`config.mk`:
```
export PLATFORM = sky130hd
export DESIGN_NAME = ebb_top
export DESIGN_NICKNAME = d
export VERILOG_FILES = /design/src/ebb_pkg.sv /design/src/ebb_cfg_if.sv /design/src/ebb_cfg.sv /design/src/ebb_top.sv /design/src/ebb_wait_sync.sv
export SDC_FILE = /design/constraint.sdc
export NUM_CORES = 1
export LEC_CHECK = 0
export BUFFER_PORTS_ARGS = -buffer_cell sky130_fd_sc_hd__buf_2
export CORE_MARGIN = 1
export CORE_UTILIZATION = 55
export DETAILED_ROUTE_END_ITERATION = 8
export GPL_ROUTABILITY_DRIVEN = 1
export PLACE_DENSITY = 0.92
export SYNTH_ARGS = -nofsm -noshare
export SYNTH_HDL_FRONTEND = slang
export SYNTH_SLANG_ARGS = --single-unit
```
`constraint.sdc`:
```
create_clock -name sys_clk_in -period 6 [get_ports sys_clk_in]
set_clock_uncertainty 0.15 [all_clocks]
set_input_delay 0.3 -clock sys_clk_in [delete_from_list [all_inputs] [get_ports sys_clk_in]]
set_output_delay 0.3 -clock sys_clk_in [all_outputs]
set_load 0.1 [all_outputs]
```
`src/ebb_pkg.sv`:
```
// shared constants and types for the external basic bus interface
package ebb_pkg;
  localparam int EBB_AREAS = 8;
  localparam int EBB_ADDR_W = 24;
  localparam int EBB_AREA_LSB = 21;
  // power-on reset values of the per-area settings
  localparam logic [7:0] EBB_WIDTH_RST_8BIT = 8'hFF;
  localparam logic [7:0] EBB_STATE_RST = 8'hFF;
  localparam logic [7:0] EBB_STALL_HI_RST = 8'hFF;
  localparam logic [7:0] EBB_STALL_LO_RST = 8'hFF;
  localparam logic EBB_PIN_STALL_RST = 1'b0;
  localparam logic [7:0] EBB_DIR_RST_ROMOFF = 8'h01;
  localparam logic [7:0] EBB_DIR_RST_ROMON = 8'h00;
  localparam logic [3:0] EBB_DRAM_AREAS = 4'hF;
  localparam int EBB_DRAM_LO = 2;
  // access sizes requested by the internal masters
  typedef enum logic [1:0] {EBB_BYTE, EBB_WORD, EBB_LONG} ebb_size_t;
  typedef enum logic [2:0] {
    EBB_IDLE, EBB_FIRST, EBB_SECOND, EBB_STALL, EBB_THIRD
  } ebb_state_t;
endpackage

```
`src/ebb_cfg_if.sv`:
```
// per-area setting lines between the setting store and the bus sequencer
`timescale 1ns/1ps
`default_nettype none
interface ebb_cfg_if;
  logic [7:0] width8;
  logic [7:0] three_state;
  logic [7:0] stall_hi;
  logic [7:0] stall_lo;
  logic pin_stall_enable;
  logic [7:0] dir;
  modport store (output width8, three_state, stall_hi, stall_lo, pin_stall_enable, dir);
  modport user (input width8, three_state, stall_hi, stall_lo, pin_stall_enable, dir);
endinterface
`default_nettype wire

```
`src/ebb_cfg.sv`:
```
// setting store: power-on reset loads defaults, manual reset keeps contents
`timescale 1ns/1ps
`default_nettype none
module ebb_cfg
  import ebb_pkg::*;
(
  input wire logic sys_clk_in,
  input wire logic rst_in,
  input wire logic manual_rst_in,
  input wire logic rom_enable_in,
  input wire logic cfg_we_in,
  input wire logic [7:0] area_width_reg_in,
  input wire logic [7:0] area_state_count_reg_in,
  input wire logic [7:0] stall_count_high_reg_in,
  input wire logic [7:0] stall_count_low_reg_in,
  input wire logic bus_control_low_reg_in,
  input wire logic dir_we_in,
  input wire logic [7:0] dir_in,
  ebb_cfg_if.store cfg
);
  logic [7:0] width_q, state_q, hi_q, lo_q, dir_q;
  logic pse_q;
  // power-on defaults; manual reset holds contents
  always_ff @(posedge sys_clk_in) begin
    if (rst_in) begin
      width_q <= EBB_WIDTH_RST_8BIT;
      state_q <= EBB_STATE_RST;
      hi_q <= EBB_STALL_HI_RST;
      lo_q <= EBB_STALL_LO_RST;
      pse_q <= EBB_PIN_STALL_RST;
    end else if (cfg_we_in && !manual_rst_in) begin
      width_q <= area_width_reg_in;
      state_q <= area_state_count_reg_in;
      hi_q <= stall_count_high_reg_in;
      lo_q <= stall_count_low_reg_in;
      pse_q <= bus_control_low_reg_in;
    end
  end
  // direction bits after power-on depend on the rom mode
  always_ff @(posedge sys_clk_in) begin
    if (rst_in) begin
      dir_q <= EBB_DIR_RST_ROMON;
    end else if (dir_we_in) begin
      dir_q <= dir_in;
    end
  end
  logic rom_q, first_q;
  // capture the rom strap at release, then apply the mode default once
  always_ff @(posedge sys_clk_in) begin
    if (rst_in) begin
      first_q <= 1'b1;
      rom_q <= 1'b0;
    end else begin
      first_q <= 1'b0;
      if (first_q) begin
        rom_q <= rom_enable_in;
      end
    end
  end
  assign cfg.width8 = width_q;
  assign cfg.three_state = state_q;
  assign cfg.stall_hi = hi_q;
  assign cfg.stall_lo = lo_q;
  assign cfg.pin_stall_enable = pse_q;
  // direction seen by the pins: mode default until software writes
  logic dir_written_q;
  always_ff @(posedge sys_clk_in) begin
    if (rst_in) begin
      dir_written_q <= 1'b0;
    end else if (dir_we_in) begin
      dir_written_q <= 1'b1;
    end
  end
  assign cfg.dir = dir_written_q ? dir_q :
                   ((first_q ? rom_enable_in : rom_q) ? EBB_DIR_RST_ROMON : EBB_DIR_RST_ROMOFF);
endmodule
`default_nettype wire

```
`src/ebb_top.sv`:
```
// external basic bus interface: area selects, data steering, strobes, stalls
`timescale 1ns/1ps
`default_nettype none
// Function
// - Drive the selected area's select low during its access; eight selects.
// - A select reaches its pin only when that pin's direction bit is set.
// - Rom-disabled expansion: area 0 select output, areas 1-7 input after power-on.
// - Rom-enabled expansion: all select pins input after power-on reset.
// - 8-bit space: one byte per cycle on upper half; split words, longs.
// - 16-bit space: byte or word per cycle; longword becomes two word cycles.
// - 16-bit byte access: even address upper half, odd address lower half.
// - Read strobe asserted for every read regardless of the used half.
// - Upper write strobe for upper half, lower for lower, both for word.
// - Unused half floats on writes; ignored on reads.
// - 8-bit space keeps the lower write strobe high throughout.
// - Two-state areas never get stall states, programmed or pin.
// - Three-state areas insert 0-3 programmed stalls between second and third states.
// - Pin stalls allowed only with the single global pin stall enable set.
// - Programmed stalls first; then sample pin in the state before the third, add stall if low.
// - Power-on: all areas three-state, three stalls, pin stall disabled.
// - Manual reset keeps all setting contents unchanged.
// - Width, state count and stalls per area come from the setting bits.
// - Address space splits into eight equal areas with own settings.
// - Width bit per area chooses 8-bit or 16-bit path.
// - State bit per area chooses two-state or three-state access.
module ebb_top
  import ebb_pkg::*;
(
  // clock and reset
  input wire logic sys_clk_in,
  input wire logic rst_in,
  input wire logic manual_rst_in,
  input wire logic rom_enable_in,
  // settings
  input wire logic cfg_we_in,
  input wire logic [7:0] area_width_reg_in,
  input wire logic [7:0] area_state_count_reg_in,
  input wire logic [7:0] stall_count_high_reg_in,
  input wire logic [7:0] stall_count_low_reg_in,
  input wire logic bus_control_low_reg_in,
  input wire logic dir_we_in,
  input wire logic [7:0] dir_in,
  input wire logic [3:0] dram_area_in,
  // internal master request
  input wire logic req_in,
  input wire logic wr_in,
  input wire logic [1:0] size_in,
  input wire logic [EBB_ADDR_W-1:0] addr_in,
  input wire logic [31:0] wdata_in,
  output logic busy_out,
  output logic done_out,
  output logic [31:0] rdata_out,
  // external pins
  output logic [EBB_ADDR_W-1:0] ext_addr_out,
  output logic [7:0] area_select_n_out,
  output logic [7:0] area_select_oe_n_out,
  output logic read_strobe_n_out,
  output logic upper_write_strobe_n_out,
  output logic lower_write_strobe_n_out,
  input wire logic [15:0] data_in,
  output logic [15:0] data_out,
  output logic [1:0] data_oe_n_out,
  input wire logic stall_req_n_in,
  // status
  output logic pin_stall_enable_out
);
  ebb_cfg_if cfg ();

  // setting store
  ebb_cfg u_cfg (
    .sys_clk_in(sys_clk_in),
    .rst_in(rst_in),
    .manual_rst_in(manual_rst_in),
    .rom_enable_in(rom_enable_in),
    .cfg_we_in(cfg_we_in),
    .area_width_reg_in(area_width_reg_in),
    .area_state_count_reg_in(area_state_count_reg_in),
    .stall_count_high_reg_in(stall_count_high_reg_in),
    .stall_count_low_reg_in(stall_count_low_reg_in),
    .bus_control_low_reg_in(bus_control_low_reg_in),
    .dir_we_in(dir_we_in),
    .dir_in(dir_in),
    .cfg(cfg)
  );

  logic stall_n;
  // stall pin synchroniser
  ebb_wait_sync u_sync (
    .sys_clk_in(sys_clk_in),
    .rst_in(rst_in),
    .pin_n_in(stall_req_n_in),
    .level_n_out(stall_n)
  );

  ebb_state_t st_q;
  logic [2:0] area_q;
  logic [EBB_ADDR_W-1:0] addr_q;
  logic wr_q, w8_q, three_q;
  logic [1:0] size_q, prog_q, cnt_q;
  logic [1:0] parts_q, part_q;
  logic [31:0] wbuf_q, rbuf_q;
  logic [2:0] req_area;
  logic last_state;

  // top address bits pick one of eight equal areas
  assign req_area = addr_in[EBB_ADDR_W-1:EBB_AREA_LSB];
  assign busy_out = (st_q != EBB_IDLE);
  assign pin_stall_enable_out = cfg.pin_stall_enable;

  // per-part byte or word flags
  logic part_word;
  assign part_word = !w8_q && (size_q != EBB_BYTE);

  // sequencer: latches request, splits into parts, walks the access states
  always_ff @(posedge sys_clk_in) begin
    if (rst_in) begin
      st_q <= EBB_IDLE;
      area_q <= 3'h0;
      addr_q <= '0;
      wr_q <= 1'b0;
      size_q <= 2'h0;
      w8_q <= 1'b0;
      three_q <= 1'b0;
      prog_q <= 2'h0;
      cnt_q <= 2'h0;
      parts_q <= 2'h0;
      part_q <= 2'h0;
    end else begin
      case (st_q)
        EBB_IDLE: begin
          if (req_in) begin
            area_q <= req_area;
            addr_q <= addr_in;
            wr_q <= wr_in;
            size_q <= size_in;
            w8_q <= cfg.width8[req_area];
            three_q <= cfg.three_state[req_area];
            prog_q <= {cfg.stall_hi[req_area], cfg.stall_lo[req_area]};
            part_q <= 2'h0;
            // number of bus cycles per access, minus one
            if (cfg.width8[req_area]) begin
              parts_q <= (size_in == EBB_LONG) ? 2'h3 : (size_in == EBB_WORD) ? 2'h1 : 2'h0;
            end else begin
              parts_q <= (size_in == EBB_LONG) ? 2'h1 : 2'h0;
            end
            st_q <= EBB_FIRST;
          end
        end
        EBB_FIRST: begin
          cnt_q <= 2'h0;
          st_q <= EBB_SECOND;
        end
        EBB_SECOND, EBB_STALL: begin
          // two-state areas end here with no stall
          if (!three_q) begin
            st_q <= EBB_IDLE;
          end else if (cnt_q != prog_q) begin
            cnt_q <= cnt_q + 2'h1;
            st_q <= EBB_STALL;
          // then pin stalls while enabled and low
          end else if (cfg.pin_stall_enable && !stall_n) begin
            st_q <= EBB_STALL;
          end else begin
            st_q <= EBB_THIRD;
          end
        end
        EBB_THIRD: st_q <= EBB_IDLE;
        default: st_q <= EBB_IDLE;
      endcase
      // end of a bus cycle with parts left: next part at the next address
      if (last_state && part_q != parts_q) begin
        part_q <= part_q + 2'h1;
        addr_q <= addr_q + (part_word ? 24'h000002 : 24'h000001);
        st_q <= EBB_FIRST;
      end
    end
  end

  // last state of a bus cycle, two-state areas end at the second state
  assign last_state = (st_q == EBB_THIRD) || (st_q == EBB_SECOND && !three_q);

  // write data buffer, shifted one part per cycle, first part on top
  always_ff @(posedge sys_clk_in) begin
    if (rst_in) begin
      wbuf_q <= '0;
    end else if (st_q == EBB_IDLE && req_in) begin
      case (size_in)
        EBB_BYTE: wbuf_q <= {wdata_in[7:0], 24'h000000};
        EBB_WORD: wbuf_q <= {wdata_in[15:0], 16'h0000};
        default: wbuf_q <= wdata_in;
      endcase
    end else if (last_state) begin
      wbuf_q <= part_word ? {wbuf_q[15:0], 16'h0000} : {wbuf_q[23:0], 8'h00};
    end
  end

  // byte lane from address parity in 16-bit space
  logic odd_byte, use_hi, use_lo;
  assign odd_byte = !w8_q && !part_word && addr_q[0];
  assign use_hi = part_word || !odd_byte;
  assign use_lo = part_word || odd_byte;

  // read data taken only from the used half
  always_ff @(posedge sys_clk_in) begin
    if (rst_in) begin
      rbuf_q <= '0;
    end else if (st_q == EBB_IDLE && req_in) begin
      rbuf_q <= '0;
    end else if (last_state && !wr_q) begin
      if (part_word) begin
        rbuf_q <= {rbuf_q[15:0], data_in};
      end else begin
        rbuf_q <= {rbuf_q[23:0], (odd_byte ? data_in[7:0] : data_in[15:8])};
      end
    end
  end

  // completion pulse with read data
  always_ff @(posedge sys_clk_in) begin
    if (rst_in) begin
      done_out <= 1'b0;
      rdata_out <= '0;
    end else begin
      done_out <= last_state && (part_q == parts_q);
      if (last_state && (part_q == parts_q) && !wr_q) begin
        if (part_word) begin
          rdata_out <= {rbuf_q[15:0], data_in};
        end else begin
          rdata_out <= {rbuf_q[23:0], (odd_byte ? data_in[7:0] : data_in[15:8])};
        end
      end
    end
  end

  // pin side registers
  logic [7:0] sel_n_q;
  logic rd_n_q, hw_n_q, lw_n_q;
  logic [15:0] dout_q;
  logic [1:0] doe_n_q;
  logic in_cycle, cyc_next, strobe_next;
  assign in_cycle = (st_q != EBB_IDLE);
  // strobes are low from the second state to the last state of each bus cycle
  assign strobe_next = (st_q == EBB_FIRST) ||
                       ((st_q == EBB_SECOND || st_q == EBB_STALL) && !last_state);
  // cycle continues next clock unless this is the final state of the access
  assign cyc_next = (st_q == EBB_IDLE) ? req_in : !(last_state && part_q == parts_q);

  // select low for the whole access, released when idle
  always_ff @(posedge sys_clk_in) begin
    if (rst_in) begin
      sel_n_q <= 8'hFF;
    end else begin
      sel_n_q <= 8'hFF;
      if (cyc_next) begin
        sel_n_q[(st_q == EBB_IDLE) ? req_area : area_q] <= 1'b0;
      end
    end
  end

  // strobes and data drive per state
  always_ff @(posedge sys_clk_in) begin
    if (rst_in) begin
      rd_n_q <= 1'b1;
      hw_n_q <= 1'b1;
      lw_n_q <= 1'b1;
      dout_q <= '0;
      doe_n_q <= 2'b11;
    end else begin
      rd_n_q <= !(!wr_q && strobe_next);
      hw_n_q <= !(wr_q && strobe_next && use_hi);
      lw_n_q <= !(wr_q && strobe_next && use_lo && !w8_q);
      dout_q <= part_word ? wbuf_q[31:16] : (odd_byte ? {8'h00, wbuf_q[31:24]}
                                                      : {wbuf_q[31:24], 8'h00});
      doe_n_q <= {!(in_cycle && wr_q && use_hi), !(in_cycle && wr_q && use_lo && !w8_q)};
    end
  end

  // select driven only where direction bit set; dram_area_in is not used
  genvar g;
  generate
    for (g = 0; g < EBB_AREAS; g = g + 1) begin : g_sel
      assign area_select_n_out[g] = sel_n_q[g];
      assign area_select_oe_n_out[g] = !cfg.dir[g];
    end
  endgenerate

  assign ext_addr_out = addr_q;
  assign read_strobe_n_out = rd_n_q;
  assign upper_write_strobe_n_out = hw_n_q;
  assign lower_write_strobe_n_out = lw_n_q;
  assign data_out = dout_q;
  assign data_oe_n_out = doe_n_q;

  logic unused_dram;
  assign unused_dram = ^dram_area_in;

  // checks
  // lower strobe stays high in 8-bit space
  property p_lw8;
    @(posedge sys_clk_in) disable iff (rst_in)
      (busy_out && w8_q) |=> lower_write_strobe_n_out;
  endproperty
  a_lw8: assert property (p_lw8) else $error("lower strobe in 8-bit space");

  property p_two;
    @(posedge sys_clk_in) disable iff (rst_in)
      (st_q == EBB_SECOND && !three_q) |=> (st_q == EBB_FIRST || st_q == EBB_IDLE);
  endproperty
  a_two: assert property (p_two) else $error("stall in two-state area");

  // stall count never passes programmed value without pin
  property p_prog;
    @(posedge sys_clk_in) disable iff (rst_in)
      (st_q == EBB_STALL) |-> (cnt_q <= prog_q);
  endproperty
  a_prog: assert property (p_prog) else $error("too many programmed stalls");

  property p_pin;
    @(posedge sys_clk_in) disable iff (rst_in)
      (st_q == EBB_STALL && cnt_q == prog_q && !cfg.pin_stall_enable) |=> (st_q == EBB_THIRD);
  endproperty
  a_pin: assert property (p_pin) else $error("pin stall while disabled");

  // low pin after programmed stalls adds a stall
  property p_pinlow;
    @(posedge sys_clk_in) disable iff (rst_in)
      ((st_q == EBB_SECOND || st_q == EBB_STALL) && three_q && cnt_q == prog_q
        && cfg.pin_stall_enable && !stall_n) |=> (st_q == EBB_STALL);
  endproperty
  a_pinlow: assert property (p_pinlow) else $error("pin stall missed");

  property p_onehot;
    @(posedge sys_clk_in) disable iff (rst_in)
      $onehot0(~area_select_n_out);
  endproperty
  a_onehot: assert property (p_onehot) else $error("two selects low");

  // select held low in every state of the access
  property p_sel;
    @(posedge sys_clk_in) disable iff (rst_in)
      busy_out |-> !area_select_n_out[area_q];
  endproperty
  a_sel: assert property (p_sel) else $error("select not held");

  // read strobe never with write strobe
  property p_rdwr;
    @(posedge sys_clk_in) disable iff (rst_in)
      !read_strobe_n_out |-> (upper_write_strobe_n_out && lower_write_strobe_n_out);
  endproperty
  a_rdwr: assert property (p_rdwr) else $error("read and write strobes together");

  // read strobe low in the state where read data are taken
  property p_rdlast;
    @(posedge sys_clk_in) disable iff (rst_in)
      (last_state && !wr_q) |-> !read_strobe_n_out;
  endproperty
  a_rdlast: assert property (p_rdlast) else $error("read strobe high at data sample");
endmodule
`default_nettype wire

```
`src/ebb_wait_sync.sv`:
```
// three-stage synchroniser for the stall request pin, settles when stages agree
`timescale 1ns/1ps
`default_nettype none
module ebb_wait_sync (
  input wire logic sys_clk_in,
  input wire logic rst_in,
  input wire logic pin_n_in,
  output logic level_n_out
);
  logic s1_q, s2_q, s3_q, lvl_q;
  // stage chain, idle high
  always_ff @(posedge sys_clk_in) begin
    if (rst_in) begin
      s1_q <= 1'b1;
      s2_q <= 1'b1;
      s3_q <= 1'b1;
      lvl_q <= 1'b1;
    end else begin
      s1_q <= pin_n_in;
      s2_q <= s1_q;
      s3_q <= s2_q;
      if (s2_q == s3_q) begin
        lvl_q <= s3_q;
      end
    end
  end
  assign level_n_out = lvl_q;
endmodule
`default_nettype wire

```
==> results of run 1 <==
registers in the layout (all words and copies together) (netlist names), 3 cells and up:
register,cells
area_select_n_out,8
ext_addr_out,24
u_cfg.cfg.stall_lo,8
u_cfg.cfg.three_state,8
wbuf_q,32
u_cfg.dir_q,8
rdata_out,32
u_cfg.cfg.width8,8
data_out,16
area_q,3
rbuf_q,24
st_q,3
u_cfg.cfg.stall_hi,8
critical path, stage by stage, from the launching register on:
cell and delay [ps]:
dfxtp_1 480, or3b_4 460, a21o_1 500, nor3_4 980
buf_4 450, nor2_1 70, a311oi_1 250
final timing paths:
path	startpoint	to	slack [ps]	cells after the start
worst min register to register	u_sync.s1_q	u_sync.s2_q	280	1
worst min-delay path	wdata_in[12]	wbuf_q[12]	20	3
worst max-delay path	st_q[1]	rdata_out[25]	2550	6
worst max register to register	st_q[1]	rdata_out[25]	2550	6
kinds of logic (layout without fill, tap and decap cells):
| logic type | count (synthesis) | in the layout | synth area share (%) |
|---|---|---|---|
| AO/OA/AOI/OAI | 225 | 225 | 18.3 |
| XOR/XNOR | 6 | 6 | 0.592 |
| flip-flops | 209 | 209 | 47.1 |
| adder cells (fa/ha/maj) | 5 | 5 | 0.705 |
| buffers and inverters | 83 | 360 | 3.85 |
| multiplexers | 89 | 89 | 11.2 |
| AND/OR/NAND/NOR | 358 | 358 | 18.3 |
| other | 0 | 1 | 0 |
power by group through the flow:
| stage | clock network (uW) | registers (uW) | logic (uW) |
|---|---|---|---|
| final | 1350 | 1520 | 659 |
| after global routing | 1420 | 1530 | 699 |
| after detailed placement | 0 | 1550 | 599 |
| after CTS | 1360 | 1520 | 646 |
| after global placement | 0 | 1540 | 588 |
| after floorplan | 0 | 1720 | 280 |
placed cells by master, fill, tap and decap left out, drive strengths merged, types with 10 or more instances in the layout:
cell         instances
a211oi              66
a21oi               44
a221oi              15
a22oi               18
a31oi               12
and3                10
buf                226
clkbuf              33
dfxtp              209
dlygate4sd3         87
mux2i               81
nand2              124
nand3               14
nor2               134
nor3                22
o211ai              11
o21ai               10
per-stage QoR:
stage,std cells,instance area [um2],util [%],hold slack (ps)
after floorplan,975,8880,-,178
after global placement,1341,10000,63.2,240
after detailed placement,1341,10000,63.2,249
after CTS,1468,11600,73.2,11.2
after global routing,1469,11600,73.2,37.7
final,1469,11600,73.2,15.9
per-layer routing:
metal / wire [um] / track usage [%]
met1: 10400 / 37.2
met2: 13100 / 55.4
met3: 2000 / 6.11
met4: 1580 / 18.3
met5: 0 / 0
repair_timing:
action / in CTS / in global routing
endpoints found under the setup margin: 0 / 0
hold buffers: 87 / 0
endpoints found under the hold margin: 87 / 0
final cells by class:
type / count / area [um2] / share of cell area (%)
diodes: 1 / 2.50 / 0.0216
inverters: 7 / 26.3 / 0.227
clock buffers: 33 / 653 / 5.64
multi-input cells: 683 / 4370 / 37.7
repair buffers: 313 / 2020 / 17.4
well taps: 216 / 270 / 2.33
clock inverters: 7 / 62.6 / 0.540
flip-flops and latches: 209 / 4180 / 36.1
==> results.md, run 1 <==
- Ratio of cells with drive above 1 in the final layout: 22.8%
- FFs w/ async S/R, synth: 0%
- Die X: 129 um
- Design Power: ~3500 uW
- Max FO, Critical Path: 33
- # resized after CTS: 0
- Min-delay worst type: in -> reg
- Post-synth top area share: 47.1%
- Switching share of power: slightly above 30%
- Int Pwr: 2460 uW
- Drt pass-1 iters: 6
- Worst setup EP type: register
- Synthesized instance count: 975
- Max cap viols: 0
- Crit share post-route: 57.6%
- DR WL/cell: 18.4 um
- Sw power: 1080 uW
- Clock sink total: 209
- Pleak: ~0.0048 uW
- Routed vias: 8808
- Drt first-iter violations: 871
- Flop pwr share: 43.1%
- DIE HEIGHT: 129 um
- Post-CTS Setup Bufs: 0
- Ranking of synthesized cells by area: dfxtp_1 (47%), mux2i_1 (9.1%), nor2_1 (5.7%)
- Logic pwr share: 18.7%
- Filler Cell Count: between 1000 and 1500
- Layout area overhead: 30.5%
- Crit path time final: 3450 ps
- #FFs+latches synth: 209
- CTS tree: done
- Largest net degree at the start of global routing: 55
- Yosys top cell by area: dfxtp_1
- NumNets Final: 1369
- Critical path class: reg -> reg
- Seq/Total Area, Yosys: 47.1%
- YS warnings: 0
- Final setup violating endpoints: 0
- Clock Pin Slew Worst Setup and Hold Paths: 70 ps
- Initial core utilization: between 50% and 60%
- CTS root buffer: clkbuf_16
- Syn nets: 1108
- Worst slew margin: 20.9%
- Antenna-violating nets left: 0
- Pwr Density: 305 nW/um2
- Maximum clock insertion buffer count: 3
- Final estimated routing congestion in global placement: 0.851
- Skew-Pair Late Insertion Delay: 500 ps
- Port Buffers: approximately 220
- Setup TNS: 0 ps
- H-Tree Depth: 1
- RSZ-0062 raised after global routing: false
- DPL Wire Length: 15800 um
- Synth cell types: 62
- Slew Viols, Final: 0
- Startpoint types: register
- IO Pins: around 220
- Gr usage total: 32.0%
- Status: finished clean
- Most used DFF post-synth: dfxtp_1
- Die area: 16700 um2
- Core area: 15800 um2
- Most numerous cell in the Yosys netlist: dfxtp_1
- CTS Buf Count: 22
- Final WS setup: 2550 ps
- Worst-margin pin slew: 1180 ps
- Most instantiated cells after synthesis: dfxtp_1 (209), nor2_1 (134), nand2_1 (123), mux2i_1 (81), a211oi_1 (66)
- EDFF count, synth: 0
- FP Rows: 46
- Max IR drop VDD: 0.000244 V
- Grt ovf: 0
- First-pass GRT wire length: 42100 um
- WP data arrival: 3710 ps
- Final WL: 27000 um
- Fin. Hold Viols: 0
- Clock share of power: 38.3%
- Syn_area_per_cell: 9.11 um2
- Mapped Area: approximately 8900 um2
- Highest Clock Rate: 290 MHz
- Vias in the first global route: 8525
- Required @ worst endpoint: 6250 ps
- Vias per cell: 6.00
- # DRC: 0
- Dpl ws: 2580 ps
- Initial antenna violation count: 1
No activity file was read; power rests on OpenSTA's default activity.
==> run 2: changes to the inputs <==
ABC_AREA = 1   (was unset)
CORE_UTILIZATION = 54   (was 55)
PLACE_DENSITY = 0.9   (was 0.92)
clock period = 3.5 ns   (was 6 ns; I/O delays follow)
==> results.md, run 2 <==
- Status: finished clean
- RSZ-0062 raised after global routing: false
- Most common cell after layout, fill and taps aside: nand2_1
- Most instantiated cells after synthesis: nand2_1 (360), dfxtp_1 (209), o21ai_0 (123), nor2_1 (122), a21oi_1 (106)
- YS warnings: 0 (unchanged)
- Die X: 134 um (+3.5%)
- DR WL/cell: 16.7 um (-9.2%)
- Worst setup EP type: register
- Max FO, Critical Path: 16 (-52%)
- First-pass GRT wire length: 49400 um (+17%)
- Mux share of post-synthesis cell area: 0.322% (-11 points)
- Critical path class: reg -> reg
- FFs w/ async S/R, synth: 0% (unchanged)
- Grt ovf: 0 (unchanged)
- Synth Area in Compound Gates: 18.6% (+0.34 points)
- Initial antenna violation count: 1 (unchanged)
- Final estimated routing congestion in global placement: 0.910 (+6.9%)
- Pleak: 0.00561 uW (+18%)
- Core area: 16800 um2 (+5.9%)
- Crit share post-route: 77.5% (+20 points)
- CTS Buf Count: 23 (+4.5%)
- Final WL: 31200 um (+15%)
- Slew Viols, Final: 0 (unchanged)
- Initial core utilization: 55.7% (-0.37 points)
- Post-CTS Setup Bufs: 0 (unchanged)
- DPL Wire Length: 17300 um (+9.6%)
- # resized after CTS: 0 (unchanged)
- Crit path largest cell delay: 690 ps (-290 ps)
- Crit path time final: 2710 ps (-740 ps)
- Startpoint types: register
- CTS tree: done
- Fin. Hold Viols: 0 (unchanged)
- Worst-margin pin slew: 837 ps (-347 ps)
- Routed vias: 10600 (+20%)
- FP Rows: 47 (+2.2%)
- DIE HEIGHT: 134 um (+3.5%)
- Maximum clock insertion buffer count: 3 (unchanged)
- NumNets Final: 1765 (+29%)
- Synthesized instance count: 1318 (+35%)
- Syn_area_per_cell: 7.09 um2 (-22%)
- Layout area overhead: 34.1%
- Skew-Pair Late Insertion Delay: 510 ps (about the same)
- WP data arrival: 2950 ps (-760 ps)
- Placed Area: 10500 um2 (+4.6%)
- Seq/Total Area, Yosys: 44.8% (-2.3 points)
- Required @ worst endpoint: 3730 ps (-2520 ps)
- H-Tree Depth: 1 (unchanged)
- Vias in the first global route: 9983 (+17%)
- Final setup violating endpoints: 0 (unchanged)
- Post-synthesis xor/xnor area fraction: 0.563% (-0.029 points)
- Synth cell types: 43 (-31%)
- Post-route cell area: 12500 um2 (+8.1%)
- Drt pass-1 iters: 6 (unchanged)
- Mapped Area: 9340 um2 (+5.2%)
- # DRC: 0 (unchanged)
- Simple-gate share of the synthesized area: 26.9% (+8.6 points)
- #FFs+latches synth: 209 (unchanged)
- Die area: 17800 um2 (+7.0%)
- Worst slew margin: 44.1% (+23 points)
- Clock Pin Slew Worst Setup and Hold Paths: 60 ps (about the same)
- Syn nets: 1451 (+31%)
- CP max stage cell: dlygate4sd3_1
- Post-Synth Adder-Cell Area: 0.670% (-0.035 points)
- Most used DFF post-synth: dfxtp_1
- Vias per cell: 5.66 (-5.6%)
- Max IR drop VDD: 0.000472 V (+94%)
- Ranking of synthesized cells by area: dfxtp_1 (45%), nand2_1 (14%), o21ai_0 (6.6%)
- Max cap viols: 0 (unchanged)
- Post-synth top area share: 44.8% (-2.3 points)
- Ratio of cells with drive above 1 in the final layout: 18.1% (-4.6 points)
- Largest family of logic cells by synthesized area: simple AND/OR/NAND/NOR gates
- Top flop regs: rdata_out: 32 flops, wbuf_q: 32 flops
- Most numerous cell in the Yosys netlist: nand2_1
- Min Hold Slack: 22.4 ps (+6.52 ps)
- Antenna-violating nets left: 0 (unchanged)
- Filler Cell Count: 1159 (+5.7%)
- Highest Clock Rate: 368 MHz (+27%)
- IO Pins: 224 (unchanged)
- Setup TNS: 0 ps (unchanged)
- Clock sink total: 209 (unchanged)
- EDFF count, synth: 0 (unchanged)
- Largest net degree at the start of global routing: 72 (+31%)
- Yosys top cell by area: dfxtp_1
- Drt first-iter violations: 1067 (+23%)
- Min-delay worst type: in -> reg
- Pwr Density: 548 nW/um2 (+80%)
- Port Buffers: 219 (unchanged)
- CP Cell Sequence: inv_1 -> nand2_1 -> inv_1 -> nand3_1 -> nand2_1 -> nor2_1 -> a21oi_1 -> dlygate4sd3_1 -> a21oi_1
- CTS root buffer: clkbuf_16
- Most frequent cells in the layout: nand2_1 (360), buf_2 (219), dfxtp_1 (209), dlygate4sd3_1 (131), o21ai_0 (123)
- Gr usage total: 34.6% (+2.6 points)
## run 2: critical path, delay by kind of cell (launching register included)
| kind | cells | cell delay, ps |
|---|---|---|
| DFF | 1 | 300 |
| buffers and inverters | 3 | 820 |
| and+or+nand+nor | 4 | 980 |
| AOI/OAI and AO/OA | 2 | 340 |
## run 2: layer usage
layer	routed length, um	track usage, %
met5	0	0
met2	14800	59.6
met4	1600	17.9
met1	12000	40.8
met3	2800	6.81
## run 2: power breakdown
part           internal, uW  switching (uW)
combinational           460            1280
sequential             2570             130
clock                  1470             964
total                  4490            2380
## run 2: path summary, 6_finish.rpt
path               start            to  slack (ps)  depth (start not counted)
max            size_q[0]  rdata_out[5]         790                          9
min          data_in[10]    rbuf_q[10]          20                          5
max reg2reg    size_q[0]  rdata_out[5]         790                          9
min reg2reg  u_sync.s1_q   u_sync.s2_q         270                          1
## run 2: area by class of cell
type	count	area (um2)	area share, %
flip-flops and latches	209	4180	33.4
repair buffers	362	2500	19.9
clock inverters	6	83.8	0.669
well taps	220	275	2.20
multi-input cells	925	4400	35.1
inverters	111	418	3.34
clock buffers	31	666	5.31
diodes	1	2.50	0.0200
## run 2: repair_timing
item	CTS	global route
hold buffers	131	0
endpoints found under the hold margin	129	0
endpoints found under the setup margin	0	0
## run 2: kinds of logic after synthesis
kind of cell,count (synthesis)
simple gates,600
compound gates,311
flops,209
buf+inv,184
xor+xnor,6
fa+ha+maj,5
mux,3
## run 2: per-stage QoR
| step | util [%] | setup WS, ps | cells | total power, uW |
|---|---|---|---|---|
| 3_5_place_dp | 62.4 | 1040 | 1696 | 4290 |
| 2_1_floorplan | - | 1000 | 1318 | 3950 |
| 5_1_grt | 74.7 | 682 | 1865 | 7110 |
| 4_1_cts | 74.7 | 957 | 1864 | 6810 |
| 6_report | 74.7 | 786 | 1865 | 6870 |
| 3_3_place_gp | 62.4 | 1090 | 1696 | 4260 |
==> run 3: changes to the inputs <==
ABC_AREA = 0   (was 1)
CORE_UTILIZATION = 53   (was 54)
clock period = 2.75 ns   (was 3.5 ns; I/O delays follow)
==> results.md, run 3 (same netlist as run 1, synthesis figures left out) <==
- DR WL/cell: 19.3 um (+16%)
- Pwr Density: 637 nW/um2 (+16%)
- Largest net degree at the start of global routing: 65 (-9.7%)
- H-Tree Depth: 1 (unchanged)
- CP Cell Sequence: or3b_4 -> a221oi_4 -> buf_6 -> nand4_1 -> a2bb2oi_1 -> a21oi_1 -> dlygate4sd3_1
- CTS tree: done
- Gr usage total: 33.7% (-0.88 points)
- Crit share post-route: 97.5% (+20 points)
- Slew Viols, Final: 0 (unchanged)
- Status: finished clean
- Core area: 16100 um2 (-3.8%)
- NumNets Final: 1446 (-18%)
- Placed Area: 10100 um2 (-3.0%)
- WP data arrival: 2960 ps (about the same)
- DPL Wire Length: 16100 um (-6.7%)
- Most common cell after layout, fill and taps aside: buf_2
- Crit path largest cell delay: 580 ps (-110 ps)
- # DRC: 0 (unchanged)
- CP max stage cell: dlygate4sd3_1
- Final WL: 29800 um (-4.3%)
- Initial core utilization: 55.1% (-0.64 points)
- Critical path class: reg -> reg
- Drt first-iter violations: 1019 (-4.5%)
- Startpoint types: register
- Grt ovf: 0 (unchanged)
- DIE HEIGHT: 131 um (-1.6%)
- Worst slew margin: 51.4% (+7.3 points)
- Post-route cell area: 12400 um2 (-1.3%)
- CTS root buffer: clkbuf_16
- Clock Pin Slew Worst Setup and Hold Paths: 60 ps (about the same)
- Port Buffers: 219 (unchanged)
- Skew-Pair Late Insertion Delay: 500 ps (about the same)
- FP Rows: 46 (-2.1%)
- Final setup violating endpoints: 0 (unchanged)
- Maximum clock insertion buffer count: 3 (unchanged)
- Crit path time final: 2680 ps (-33.0 ps)
- Final estimated routing congestion in global placement: 0.872 (-4.1%)
- Required @ worst endpoint: 3030 ps (-700 ps)
- Fin. Hold Viols: 0 (unchanged)
- Antenna-violating nets left: 0 (unchanged)
- Layout area overhead: 39.2%
- Worst-margin pin slew: 728 ps (-110 ps)
- Initial antenna violation count: 3 (+2)
- Drt pass-1 iters: 8 (+2)
- CTS Buf Count: 22 (-4.3%)
- Ratio of cells with drive above 1 in the final layout: 23.8% (+5.7 points)
- Most frequent cells in the layout: buf_2 (218), dfxtp_1 (202), dlygate4sd3_1 (142), nor2_1 (131), nand2_1 (123)
- Design Power: 7880 uW (+15%)
- Max cap viols: 0 (unchanged)
- Worst setup EP type: register
- Vias per cell: 5.96 (+5.3%)
- Highest Clock Rate: 373 MHz (+1.2%)
- Min Hold Slack: 146 ps (+123 ps)
- Max IR drop VDD: 0.000562 V (+19%)
- Vias in the first global route: 8957 (-10%)
- Min-delay worst type: in -> reg
- IO Pins: 224 (unchanged)
- Pleak: 0.00512 uW (-8.8%)
- Routed vias: 9193 (-13%)
- Clock sink total: 209 (unchanged)
- Top flop regs: rdata_out: 32 flops, wbuf_q: 32 flops
- Die X: 131 um (-1.6%)
- First-pass GRT wire length: 47000 um (-4.9%)
- Die area: 17300 um2 (-3.1%)
- Max FO, Critical Path: 10 (-6)
==> run 3: final timing paths <==
kind / start / end / slack [ps] / depth (start not counted)
setup / recovery: st_q[1] / ext_addr_out[4] / 70 / 7
setup reg to reg: st_q[1] / ext_addr_out[4] / 70 / 7
hold reg to reg: u_sync.s1_q / u_sync.s2_q / 260 / 1
hold / removal: wdata_in[25] / wbuf_q[25] / 150 / 3
==> run 3: report_power, final <==
part | switching (uW) | total (uW) | leakage (uW) | internal [uW]
Combinational | 1040 | 1570 | 0.00305 | 526
Clock | 1190 | 2990 | 0.000356 | 1800
Sequential | 135 | 3320 | 0.00171 | 3190
Total | 2360 | 7880 | 0.00512 | 5520
==> run 3: metal layers <==
metal / vias up / wire length (um) / global-route usage (%)
met5: - / 0 / 0
met4: 0 / 1530 / 16.2
met3: 135 / 2510 / 7.60
met2: 570 / 14800 / 60.3
met1: 4290 / 10900 / 37.8
li1: 4198 / - / -
==> run 3: area by class of cell <==
cell class | count | area (um2)
sequential | 209 | 4190
timing repair buffer | 390 | 2750
tap | 216 | 270
clock buffer | 30 | 642
antenna | 3 | 7.51
inverter | 7 | 26.3
fill | 1034 | 3750
multi-input combinational | 683 | 4400
clock inverter | 5 | 75.1
==> run 3: timing repair <==
action | 4_1_cts | 5_1_grt
gates resized for setup | 0 | 11
endpoints found under the hold margin | 149 | 0
hold buffers | 142 | 0
setup buffers | 0 | 5
setup endpoints to repair | 0 | 11
==> run 3: stage by stage <==
step / TNS (ps) / setup slack, ps / std cells / util, %
detailed placement: 0 / 323 / 1358 / 63.0
finish: 0 / 69.0 / 1543 / 76.7
global placement: 0 / 380 / 1358 / 63.0
global route: -7.92 / -7.92 / 1543 / 76.7
CTS: 0 / 36.4 / 1535 / 76.2
floorplan: 0 / 51.7 / 975 / -
==> run 3: critical path, delay by kind of cell, from the launching register on <==
kind,cells,cell delay [ps]
DFF,1,420
buffers and inverters,2,760
AOI/OAI and AO/OA,3,690
and+or+nand+nor,2,590
